## src/rtl/pmo_pkg.sv

```systemverilog
// Purpose: shared constants of the power monitor output port
// Assumes: 16-bit configuration and result words, byte-wide bus packets
// Notes:   counts are signed, full scale at +/-256
package pmo_pkg;

   // -------------------------------------------------------------------
   // command codes
   // -------------------------------------------------------------------
   localparam logic [7:0] CMD_CONFIG   = 8'hd0;
   localparam logic [7:0] CMD_RD_VOLT  = 8'h8b;
   localparam logic [7:0] CMD_RD_CURR  = 8'h8c;
   localparam logic [7:0] CMD_RD_POWER = 8'h96;

   // -------------------------------------------------------------------
   // configuration word
   // -------------------------------------------------------------------
   localparam logic [15:0] CFG_RESET   = 16'h0000;
   localparam int          SEL_LSB     = 6;
   localparam int          SEL_MSB     = 7;
   localparam logic [1:0]  SEL_POWER   = 2'h0;
   localparam logic [1:0]  SEL_VOLT    = 2'h1;
   localparam logic [1:0]  SEL_CURR    = 2'h2;
   localparam logic [1:0]  SEL_UNDEF   = 2'h3;

   // -------------------------------------------------------------------
   // result word
   // -------------------------------------------------------------------
   localparam int                 FRAC_BITS    = 6;
   localparam logic signed [15:0] FS_POS       = 16'sh0100;
   localparam logic signed [15:0] FS_NEG       = -16'sh0100;
   localparam logic [15:0]        RESULT_RESET = 16'h0000;
   localparam logic               BUS_ACK      = 1'b0;
   localparam logic               BUS_IDLE     = 1'b1;

   // clamp a signed count to full scale and pack it with six pad zeros
   function automatic logic [15:0] pack_count(logic signed [15:0] cnt);
      logic signed [15:0] c;
      c = cnt;
      if (c > FS_POS) c = FS_POS;
      if (c < FS_NEG) c = FS_NEG;
      return {c[15-FRAC_BITS:0], {FRAC_BITS{1'b0}}};
   endfunction

   function automatic logic is_read_cmd(logic [7:0] cmd);
      return (cmd == CMD_RD_VOLT) || (cmd == CMD_RD_CURR) ||
             (cmd == CMD_RD_POWER);
   endfunction

endpackage

```

## src/rtl/pmo_bus_evt_if.sv

```systemverilog
// Purpose: bus line events from the line sampler to the packet engine
// Assumes: all signals on ref_clk
// Notes:   events are one-cycle pulses, sda is a level
interface pmo_bus_evt_if;
   logic scl_rise;
   logic scl_fall;
   logic start;
   logic stop;
   logic sda;

   modport src (output scl_rise, output scl_fall, output start,
                output stop, output sda);
   modport dst (input scl_rise, input scl_fall, input start,
                input stop, input sda);
endinterface

```

## src/rtl/pmo_line_sync.sv

```systemverilog
// Purpose: synchronise bus clock and data lines and find their events
// Assumes: bus clock far slower than ref_clk
// Notes:   first sync stage feeds only the second
module pmo_line_sync
   import pmo_pkg::*;
(
   // clock and reset
   input  wire logic ref_clk,
   input  wire logic rst_b,
   // bus lines
   input  wire logic scl_i,
   input  wire logic sda_i,
   // events
   pmo_bus_evt_if.src evt
);

   logic scl_m_q, scl_s_q, scl_d_q;
   logic sda_m_q, sda_s_q, sda_d_q;

   always_ff @(posedge ref_clk) begin
      if (!rst_b) begin
         scl_m_q <= BUS_IDLE;
         scl_s_q <= BUS_IDLE;
         scl_d_q <= BUS_IDLE;
         sda_m_q <= BUS_IDLE;
         sda_s_q <= BUS_IDLE;
         sda_d_q <= BUS_IDLE;
      end else begin
         scl_m_q <= scl_i;
         scl_s_q <= scl_m_q;
         scl_d_q <= scl_s_q;
         sda_m_q <= sda_i;
         sda_s_q <= sda_m_q;
         sda_d_q <= sda_s_q;
      end
   end

   assign evt.scl_rise = scl_s_q & ~scl_d_q;
   assign evt.scl_fall = ~scl_s_q & scl_d_q;
   assign evt.start    = scl_s_q & scl_d_q & sda_d_q & ~sda_s_q;
   assign evt.stop     = scl_s_q & scl_d_q & ~sda_d_q & sda_s_q;
   assign evt.sda      = sda_s_q;

endmodule // pmo_line_sync

```

## src/rtl/pmo_output_port.sv

```systemverilog
// Purpose: host register access of a power monitor over a two-wire bus
// Assumes: sample_valid and counts come from logic on ref_clk
// Notes:   open-drain data line, oe high while pulling low
//
// What this block does
// - result register loads signed count of the type the config selects
// - full scale reads 0x4000, negative full scale 0xc000, zero as zero
// - binary point sits above the six lowest bits of the word
// - top bit of the result word is the two's complement sign
// - six lowest result bits always read as zero
// - select 01 voltage, 10 current, 00 power
// - one result register only, holding the latest selected type
// - codes 8b, 8c and 96 all read the same result register
// - read: start, address+w, command, restart, address+r, low, high
// - ack is 0, nack is 1; master nacks the high byte then stops
// - configuration register is a 16-bit word at command d0
// - select field resets to 00; value 11 is not accepted
// - new select reaches the result only at the next sample load
module pmo_output_port
   import pmo_pkg::*;
#(
   parameter logic [6:0] SLAVE_ADDR = 7'h10
)
(
   // clock and reset
   input  wire logic               ref_clk,
   input  wire logic               rst_b,
   // bus pins
   input  wire logic               scl_i,
   input  wire logic               sda_i,
   output logic                    sda_o,
   output logic                    sda_oe,
   // measurement path
   input  wire logic               sample_valid,
   input  wire logic signed [15:0] volt_count,
   input  wire logic signed [15:0] curr_count,
   input  wire logic signed [15:0] power_count,
   // register contents
   output logic             [15:0] config_word,
   output logic             [15:0] measurement_result
);

   typedef enum logic [3:0] {
      ST_IDLE, ST_ADDR, ST_CMD, ST_WLO, ST_WHI, ST_ACK, ST_RD, ST_RACK
   } pmo_state_e;

   pmo_bus_evt_if evt ();

   pmo_line_sync u_sync (
      .ref_clk (ref_clk),
      .rst_b   (rst_b),
      .scl_i   (scl_i),
      .sda_i   (sda_i),
      .evt     (evt)
   );

   pmo_state_e  state_q, after_q;
   logic [7:0]  rx_q;
   logic [3:0]  cnt_q;
   logic [7:0]  cmd_q;
   logic        cmd_ok_q;
   logic [7:0]  wlo_q;
   logic [7:0]  tx_q;
   logic [7:0]  tx_hi_q;
   logic        hi_sent_q;
   logic        cfg_we;
   logic [15:0] cfg_new;

   // -------------------------------------------------------------------
   // result register
   // -------------------------------------------------------------------
   always_ff @(posedge ref_clk) begin
      if (!rst_b) begin
         measurement_result <= RESULT_RESET;
      end else if (sample_valid) begin
         unique case (config_word[SEL_MSB:SEL_LSB])
            SEL_VOLT: measurement_result <= pack_count(volt_count);
            SEL_CURR: measurement_result <= pack_count(curr_count);
            SEL_POWER: measurement_result <= pack_count(power_count);
            default: measurement_result <= measurement_result;
         endcase
      end
   end

   // -------------------------------------------------------------------
   // configuration register
   // -------------------------------------------------------------------
   always_comb begin
      cfg_new = {rx_q, wlo_q};
      if (wlo_q[SEL_MSB:SEL_LSB] == SEL_UNDEF) begin
         cfg_new[SEL_MSB:SEL_LSB] = config_word[SEL_MSB:SEL_LSB];
      end
   end

   always_ff @(posedge ref_clk) begin
      if (!rst_b) begin
         config_word <= CFG_RESET;
      end else if (cfg_we) begin
         config_word <= cfg_new;
      end
   end

   assign cfg_we = (state_q == ST_WHI) && evt.scl_fall && (cnt_q == 4'h8)
                   && (cmd_q == CMD_CONFIG);

   // -------------------------------------------------------------------
   // packet engine
   // -------------------------------------------------------------------
   always_ff @(posedge ref_clk) begin
      if (!rst_b) begin
         state_q   <= ST_IDLE;
         after_q   <= ST_IDLE;
         rx_q      <= 8'h00;
         cnt_q     <= 4'h0;
         cmd_q     <= 8'h00;
         cmd_ok_q  <= 1'b0;
         wlo_q     <= 8'h00;
         tx_q      <= 8'h00;
         tx_hi_q   <= 8'h00;
         hi_sent_q <= 1'b0;
         sda_o     <= BUS_IDLE;
         sda_oe    <= 1'b0;
      end else if (evt.start) begin
         state_q <= ST_ADDR;
         cnt_q   <= 4'h0;
         sda_o   <= BUS_IDLE;
         sda_oe  <= 1'b0;
      end else if (evt.stop) begin
         state_q  <= ST_IDLE;
         cmd_ok_q <= 1'b0;
         sda_o    <= BUS_IDLE;
         sda_oe   <= 1'b0;
      end else begin
         unique case (state_q)
            ST_IDLE: begin
               sda_oe <= 1'b0;
            end
            ST_ADDR, ST_CMD, ST_WLO, ST_WHI: begin
               if (evt.scl_rise && cnt_q != 4'h8) begin
                  rx_q  <= {rx_q[6:0], evt.sda};
                  cnt_q <= cnt_q + 4'h1;
               end else if (evt.scl_fall && cnt_q == 4'h8) begin
                  cnt_q   <= 4'h0;
                  state_q <= ST_ACK;
                  after_q <= ST_IDLE;
                  sda_o   <= BUS_ACK;
                  sda_oe  <= 1'b1;
                  unique case (state_q)
                     ST_ADDR: begin
                        if (rx_q[7:1] != SLAVE_ADDR) begin
                           sda_oe <= 1'b0;
                        end else if (!rx_q[0]) begin
                           after_q <= ST_CMD;
                        end else if (cmd_ok_q) begin
                           after_q   <= ST_RD;
                           hi_sent_q <= 1'b0;
                           if (cmd_q == CMD_CONFIG) begin
                              tx_q    <= config_word[7:0];
                              tx_hi_q <= config_word[15:8];
                           end else begin
                              tx_q    <= measurement_result[7:0];
                              tx_hi_q <= measurement_result[15:8];
                           end
                        end else begin
                           sda_oe <= 1'b0;
                        end
                     end
                     ST_CMD: begin
                        cmd_q <= rx_q;
                        if (rx_q == CMD_CONFIG || is_read_cmd(rx_q)) begin
                           cmd_ok_q <= 1'b1;
                           after_q  <= ST_WLO;
                        end else begin // unknown codes nacked
                           cmd_ok_q <= 1'b0;
                           sda_oe   <= 1'b0;
                        end
                     end
                     ST_WLO: begin
                        wlo_q <= rx_q;
                        if (cmd_q == CMD_CONFIG) begin
                           after_q <= ST_WHI;
                        end else begin
                           sda_oe <= 1'b0;
                        end
                     end
                     default: begin // high byte acked, no more
                        cmd_ok_q <= 1'b0;
                        if (cmd_q != CMD_CONFIG) begin
                           sda_oe <= 1'b0;
                        end
                     end
                  endcase
               end
            end
            ST_ACK: begin
               if (evt.scl_fall) begin
                  state_q <= after_q;
                  cnt_q   <= 4'h0;
                  sda_oe  <= 1'b0;
                  sda_o   <= BUS_IDLE;
                  if (after_q == ST_RD) begin
                     sda_o  <= tx_q[7];
                     sda_oe <= ~tx_q[7];
                     tx_q   <= {tx_q[6:0], 1'b0};
                     cnt_q  <= 4'h1;
                  end
               end
            end
            ST_RD: begin
               if (evt.scl_fall) begin
                  if (cnt_q == 4'h8) begin
                     state_q <= ST_RACK;
                     sda_o   <= BUS_IDLE;
                     sda_oe  <= 1'b0;
                  end else begin
                     sda_o  <= tx_q[7];
                     sda_oe <= ~tx_q[7];
                     tx_q   <= {tx_q[6:0], 1'b0};
                     cnt_q  <= cnt_q + 4'h1;
                  end
               end
            end
            ST_RACK: begin
               if (evt.scl_rise) begin
                  if (evt.sda == BUS_ACK && !hi_sent_q) begin
                     state_q   <= ST_ACK;
                     after_q   <= ST_RD;
                     tx_q      <= tx_hi_q;
                     hi_sent_q <= 1'b1;
                  end else begin // nack ends the read
                     state_q  <= ST_IDLE;
                     cmd_ok_q <= 1'b0;
                  end
               end
            end
            default: begin
               state_q <= ST_IDLE;
            end
         endcase
      end
   end

endmodule // pmo_output_port

```

## config.mk

```make
export PLATFORM = sky130hd
export DESIGN_NAME = pmo_output_port
export DESIGN_NICKNAME = d
export VERILOG_FILES = /design/src/rtl/pmo_pkg.sv /design/src/rtl/pmo_bus_evt_if.sv /design/src/rtl/pmo_line_sync.sv /design/src/rtl/pmo_output_port.sv
export SDC_FILE = /design/constraint.sdc
export NUM_CORES = 1
export LEC_CHECK = 0
export BUFFER_PORTS_ARGS = -buffer_cell sky130_fd_sc_hd__buf_2
export CAP_MARGIN = 0
export CORE_UTILIZATION = 48
export CTS_CLUSTER_SIZE = 16
export DETAILED_ROUTE_END_ITERATION = 10
export PLACE_DENSITY = 0.71
export SLEW_MARGIN = 5
export SYNTH_ARGS = -nofsm -noshare
export SYNTH_HDL_FRONTEND = slang
export SYNTH_SLANG_ARGS = --single-unit
```

## constraint.sdc

```tcl
create_clock -name ref_clk -period 2 [get_ports ref_clk]
set_clock_uncertainty 0.05 [all_clocks]
set_input_delay 0.2 -clock ref_clk [delete_from_list [all_inputs] [get_ports ref_clk]]
set_output_delay 0.2 -clock ref_clk [all_outputs]
set_load 0.01 [all_outputs]
```

==> impl_metrics.yaml <==
pwr:
  power_density_nw_per_um2: 557.0
  finalPower_uw: 3380
  ir_worst_vdd_v: 0.0003980
  leakage_uw: 0.002437
timing:
  whs_ns: 0.03143
  final-hold-violation-count: 0
  rsz0062_at_grt: "true"
  max_freq_mhz: 522.6
  worst_slew_pin_slew_ns: 0.7036
  slew-limit-headroom_pct: 53.09
  finalCritPeriodShare_pct: 95.67
  post-route-min-period_ns: 1.913
  setup_viol: 0
  slew_violations: 0
setup_path:
  crit_type: "flop to flop"
  required_ns: 2.22
  r2r_start: "cnt_q[1]$_SDFFE_PP0P_"
  worstSetupEndpointType: "flop"
  path_max_fanout: 16
  r2r-end: "tx_hi_q[4]$_SDFFE_PN0P_"
  slowest_stage: "dfxtp_2"
  cp_slowest_stage_delay_ns: 0.35
  rr_worst_depth: 8
  r2r_setup_slack_ns: 0.09
  path_cells: "inv_1, ha_1, and3b_2, nand2_2, nor3_4, buf_12, nor2_1, a211oi_1"
  endpoint: "tx_hi_q[4]$_SDFFE_PN0P_"
  cp-start-kind: "flop"
  cp.arrival_ns: 2.14
  startpoint: "cnt_q[1]$_SDFFE_PP0P_"
placed_design:
  dp.cells: 804
  hpwl_um: 10590
  gp_congestion: 0.9403
  portBuffers: 80
detailed_routing:
  drc: 0
  wl_um: 14430
  firstDrtPassIters: 5
  wl_per_cell_um: 17.51
  antenna_left: 0
  drt-initial-drc-count: 315
  via_count: 5012
  vias_per_cell: 6.083
die:
  rows: 37
  dieArea_um2: 10990
  initial_core_util_pct: 49.37
  die_w_um: 104.8
  ioPinCount: 87
  die_h_um: 104.8
  core_um2: 10280
final_layout:
  nets: 738
  fillCellCount: 938
  area_growth_pct: 19.58
  fin_cells: 824
  antenna_cells: 0
  layout-drive-gt1-share_pct: 26.31
synth:
  synth_area_per_cell_um2: 8.570
  synth-seq-cells: 86
  synth-edff-count: 0
  async_flop_share_pct: 0
  synthCells: 592
  synth_area_um2: 5074
  synth_ff_type: "dfxtp_1"
  yosysWarningCount: 0
  synth_cell_types: 80
  yosysSeqAreaShare_pct: 33.93
global_routing:
  grt_pass1_vias: 4782
  grt-ovfl-total: 0
  grt_max_degree: 53
  antenna_found_initial: 0
  grt_pass1_wl_um: 23500
  track_usage_pct: 26.42
status:
  status: "complete, no violations"
clock_network:
  cts_made_buffers: 9
  htreeDepth: 3
  clock_sinks: 86
  clk_pin_slew_ns: 0.10
  clk_latency_ns: 0.36
  clock_path_buffers: 2
  root_buffer: "clkbuf_8"
  cts_tree: "yes"
job:
  drv_cap: 0
min_path:
  holdCritPathClass: "input pin to flop"
-- stage by stage --
stage          TNS (ns)  cell area, um2  utilization (%)  setup slack, ns
6_report              0            6067            59.03          0.08653
5_1_grt        -0.03665            6067            59.03         -0.01441
4_1_cts               0            6012            58.50          0.01943
3_5_place_dp   -0.07398            5771            56.15         -0.02376
3_3_place_gp          0            5771            56.15          0.07538
2_1_floorplan         0            5092                -           0.1388
-- critical path: cells and delay by family (launching register included) --
| kind | cells | cell delay, ns |
|---|---|---|
| adder cells (fa/ha/maj) | 1 | 0.20 |
| AO/OA/AOI/OAI | 1 | 0.24 |
| flip-flops | 1 | 0.35 |
| buffers and inverters | 2 | 0.22 |
| AND/OR/NAND/NOR | 4 | 0.76 |
-- final cells by class --
class | count | area (um2) | share of cell area [%]
Clock buffer | 9 | 123.9 | 2.042
Clock inverter | 7 | 86.33 | 1.423
Inverter | 10 | 37.54 | 0.6187
Multi-Input combinational cell | 450 | 3108 | 51.23
Sequential cell | 86 | 1725 | 28.44
Tap cell | 136 | 170.2 | 2.805
Timing Repair Buffer | 126 | 815.8 | 13.45
-- worst min-delay path by stage --
stage | end | from | cells past startpoint | slack, ns
5_1_grt | measurement_result[10]$_SDFFE_PN0P_ | power_count[4] | 2 | 0.02
4_1_cts | measurement_result[10]$_SDFFE_PN0P_ | power_count[4] | 2 | 0.01
2_1_floorplan | measurement_result[15]$_SDFFE_PN0P_ | sample_valid | 1 | 0.24
3_3_place_gp | u_sync.scl_s_q$_SDFF_PN1_ | u_sync.scl_m_q$_SDFF_PN1_ | 1 | 0.34
6_report | measurement_result[8]$_SDFFE_PN0P_ | power_count[2] | 2 | 0.03
3_5_place_dp | u_sync.evt.sda$_SDFF_PN1_ | u_sync.sda_m_q$_SDFF_PN1_ | 1 | 0.34
-- per-layer routing --
metal	GRT usage (%)	vias to the layer above	routed length [um]
li1	-	2373	-
met1	32.89	2371	6147
met2	44.94	229	7007
met3	5.240	39	911
met4	9.960	0	362
met5	0	-	0
-- placed cells by master (no fill, tap or decap), types with 4 or more instances in the layout --
master / Yosys / routed
nor3b_1: 5 / 5
conb_1: 1 / 6
a211oi_1: 11 / 11
o2bb2ai_1: 6 / 6
a41oi_1: 8 / 8
a31o_1: 8 / 8
buf_2: 12 / 80
nand3b_1: 10 / 10
nand4_1: 9 / 9
a21o_1: 5 / 5
nor2_1: 49 / 48
o21a_1: 8 / 8
a31oi_1: 6 / 5
o21ai_0: 22 / 22
o211ai_1: 5 / 5
mux2i_1: 45 / 45
nor2b_1: 11 / 10
a32o_1: 7 / 7
clkbuf_8: 0 / 9
dfxtp_1: 86 / 83
inv_1: 9 / 9
nor3_1: 9 / 9
o31ai_1: 8 / 8
o22ai_1: 9 / 9
nand3_1: 16 / 16
or4_1: 7 / 7
buf_4: 13 / 38
a21oi_1: 30 / 29
nand2_2: 2 / 4
nand2_1: 66 / 64
buf_12: 0 / 5
nand2b_1: 9 / 9
-- state kept, by name, indices dropped and copies added, names as in the netlist, 3 cells and up --
name,cells
cmd_q,8
state_q,3
after_q,3
config_word,16
tx_q,8
measurement_result,10
wlo_q,8
tx_hi_q,8
rx_q,8
cnt_q,4
-- cells by family after synthesis --
group	Yosys count	synth area share (%)
and+or+nand+nor	228	25.43
muxes	47	9.322
adders and majority gates	2	0.4931
xor gates and xnor gates	1	0.1727
AOI/OAI and AO/OA	166	24.51
DFF	86	33.93
other	1	0.07391
buffers and inverters	61	6.066
-- report_power, final --
group | switching [uW] | internal [uW]
logic | 182 | 132
clock network | 706 | 608
registers | 22.0 | 1730
total | 911 | 2470
-- cells in the mapped netlist (3+ instances only) --
cell,number,area [um2]
a31o_1,8,70.07
a311oi_1,3,26.28
a211oi_1,11,82.58
and3b_1,4,35.03
nand2b_1,9,56.30
nand3_1,16,80.08
nor3_1,9,45.04
nor2_1,49,183.9
o2bb2ai_1,6,52.55
nor2b_1,11,68.82
or4_1,7,52.55
buf_4,13,97.59
nand4_1,9,56.30
o211ai_1,5,37.54
nand2_1,66,247.7
a32o_1,7,70.07
a41oi_1,8,70.07
a21oi_1,30,150.1
mux2i_1,45,450.4
and3_1,3,18.77
o311a_1,3,30.03
a31oi_1,6,37.54
clkbuf_1,23,86.33
o21ai_0,22,110.1
nor3b_1,5,37.54
or3_1,3,18.77
a21o_1,5,37.54
o31ai_1,8,60.06
buf_2,12,60.06
nand4b_1,3,26.28
nand3b_1,10,75.07
o21a_1,8,60.06
o22ai_1,9,56.30
dfxtp_1,86,1722
inv_1,9,33.78
-- what timing repair did --
action,CTS,global route
pin swaps,1,1
gates resized for setup,1,12
buffers inserted,0,1
setup endpoints to repair,15,32
hold endpoints to repair,3,0
hold buffers,3,0
(Power assumes the default switching activity.)
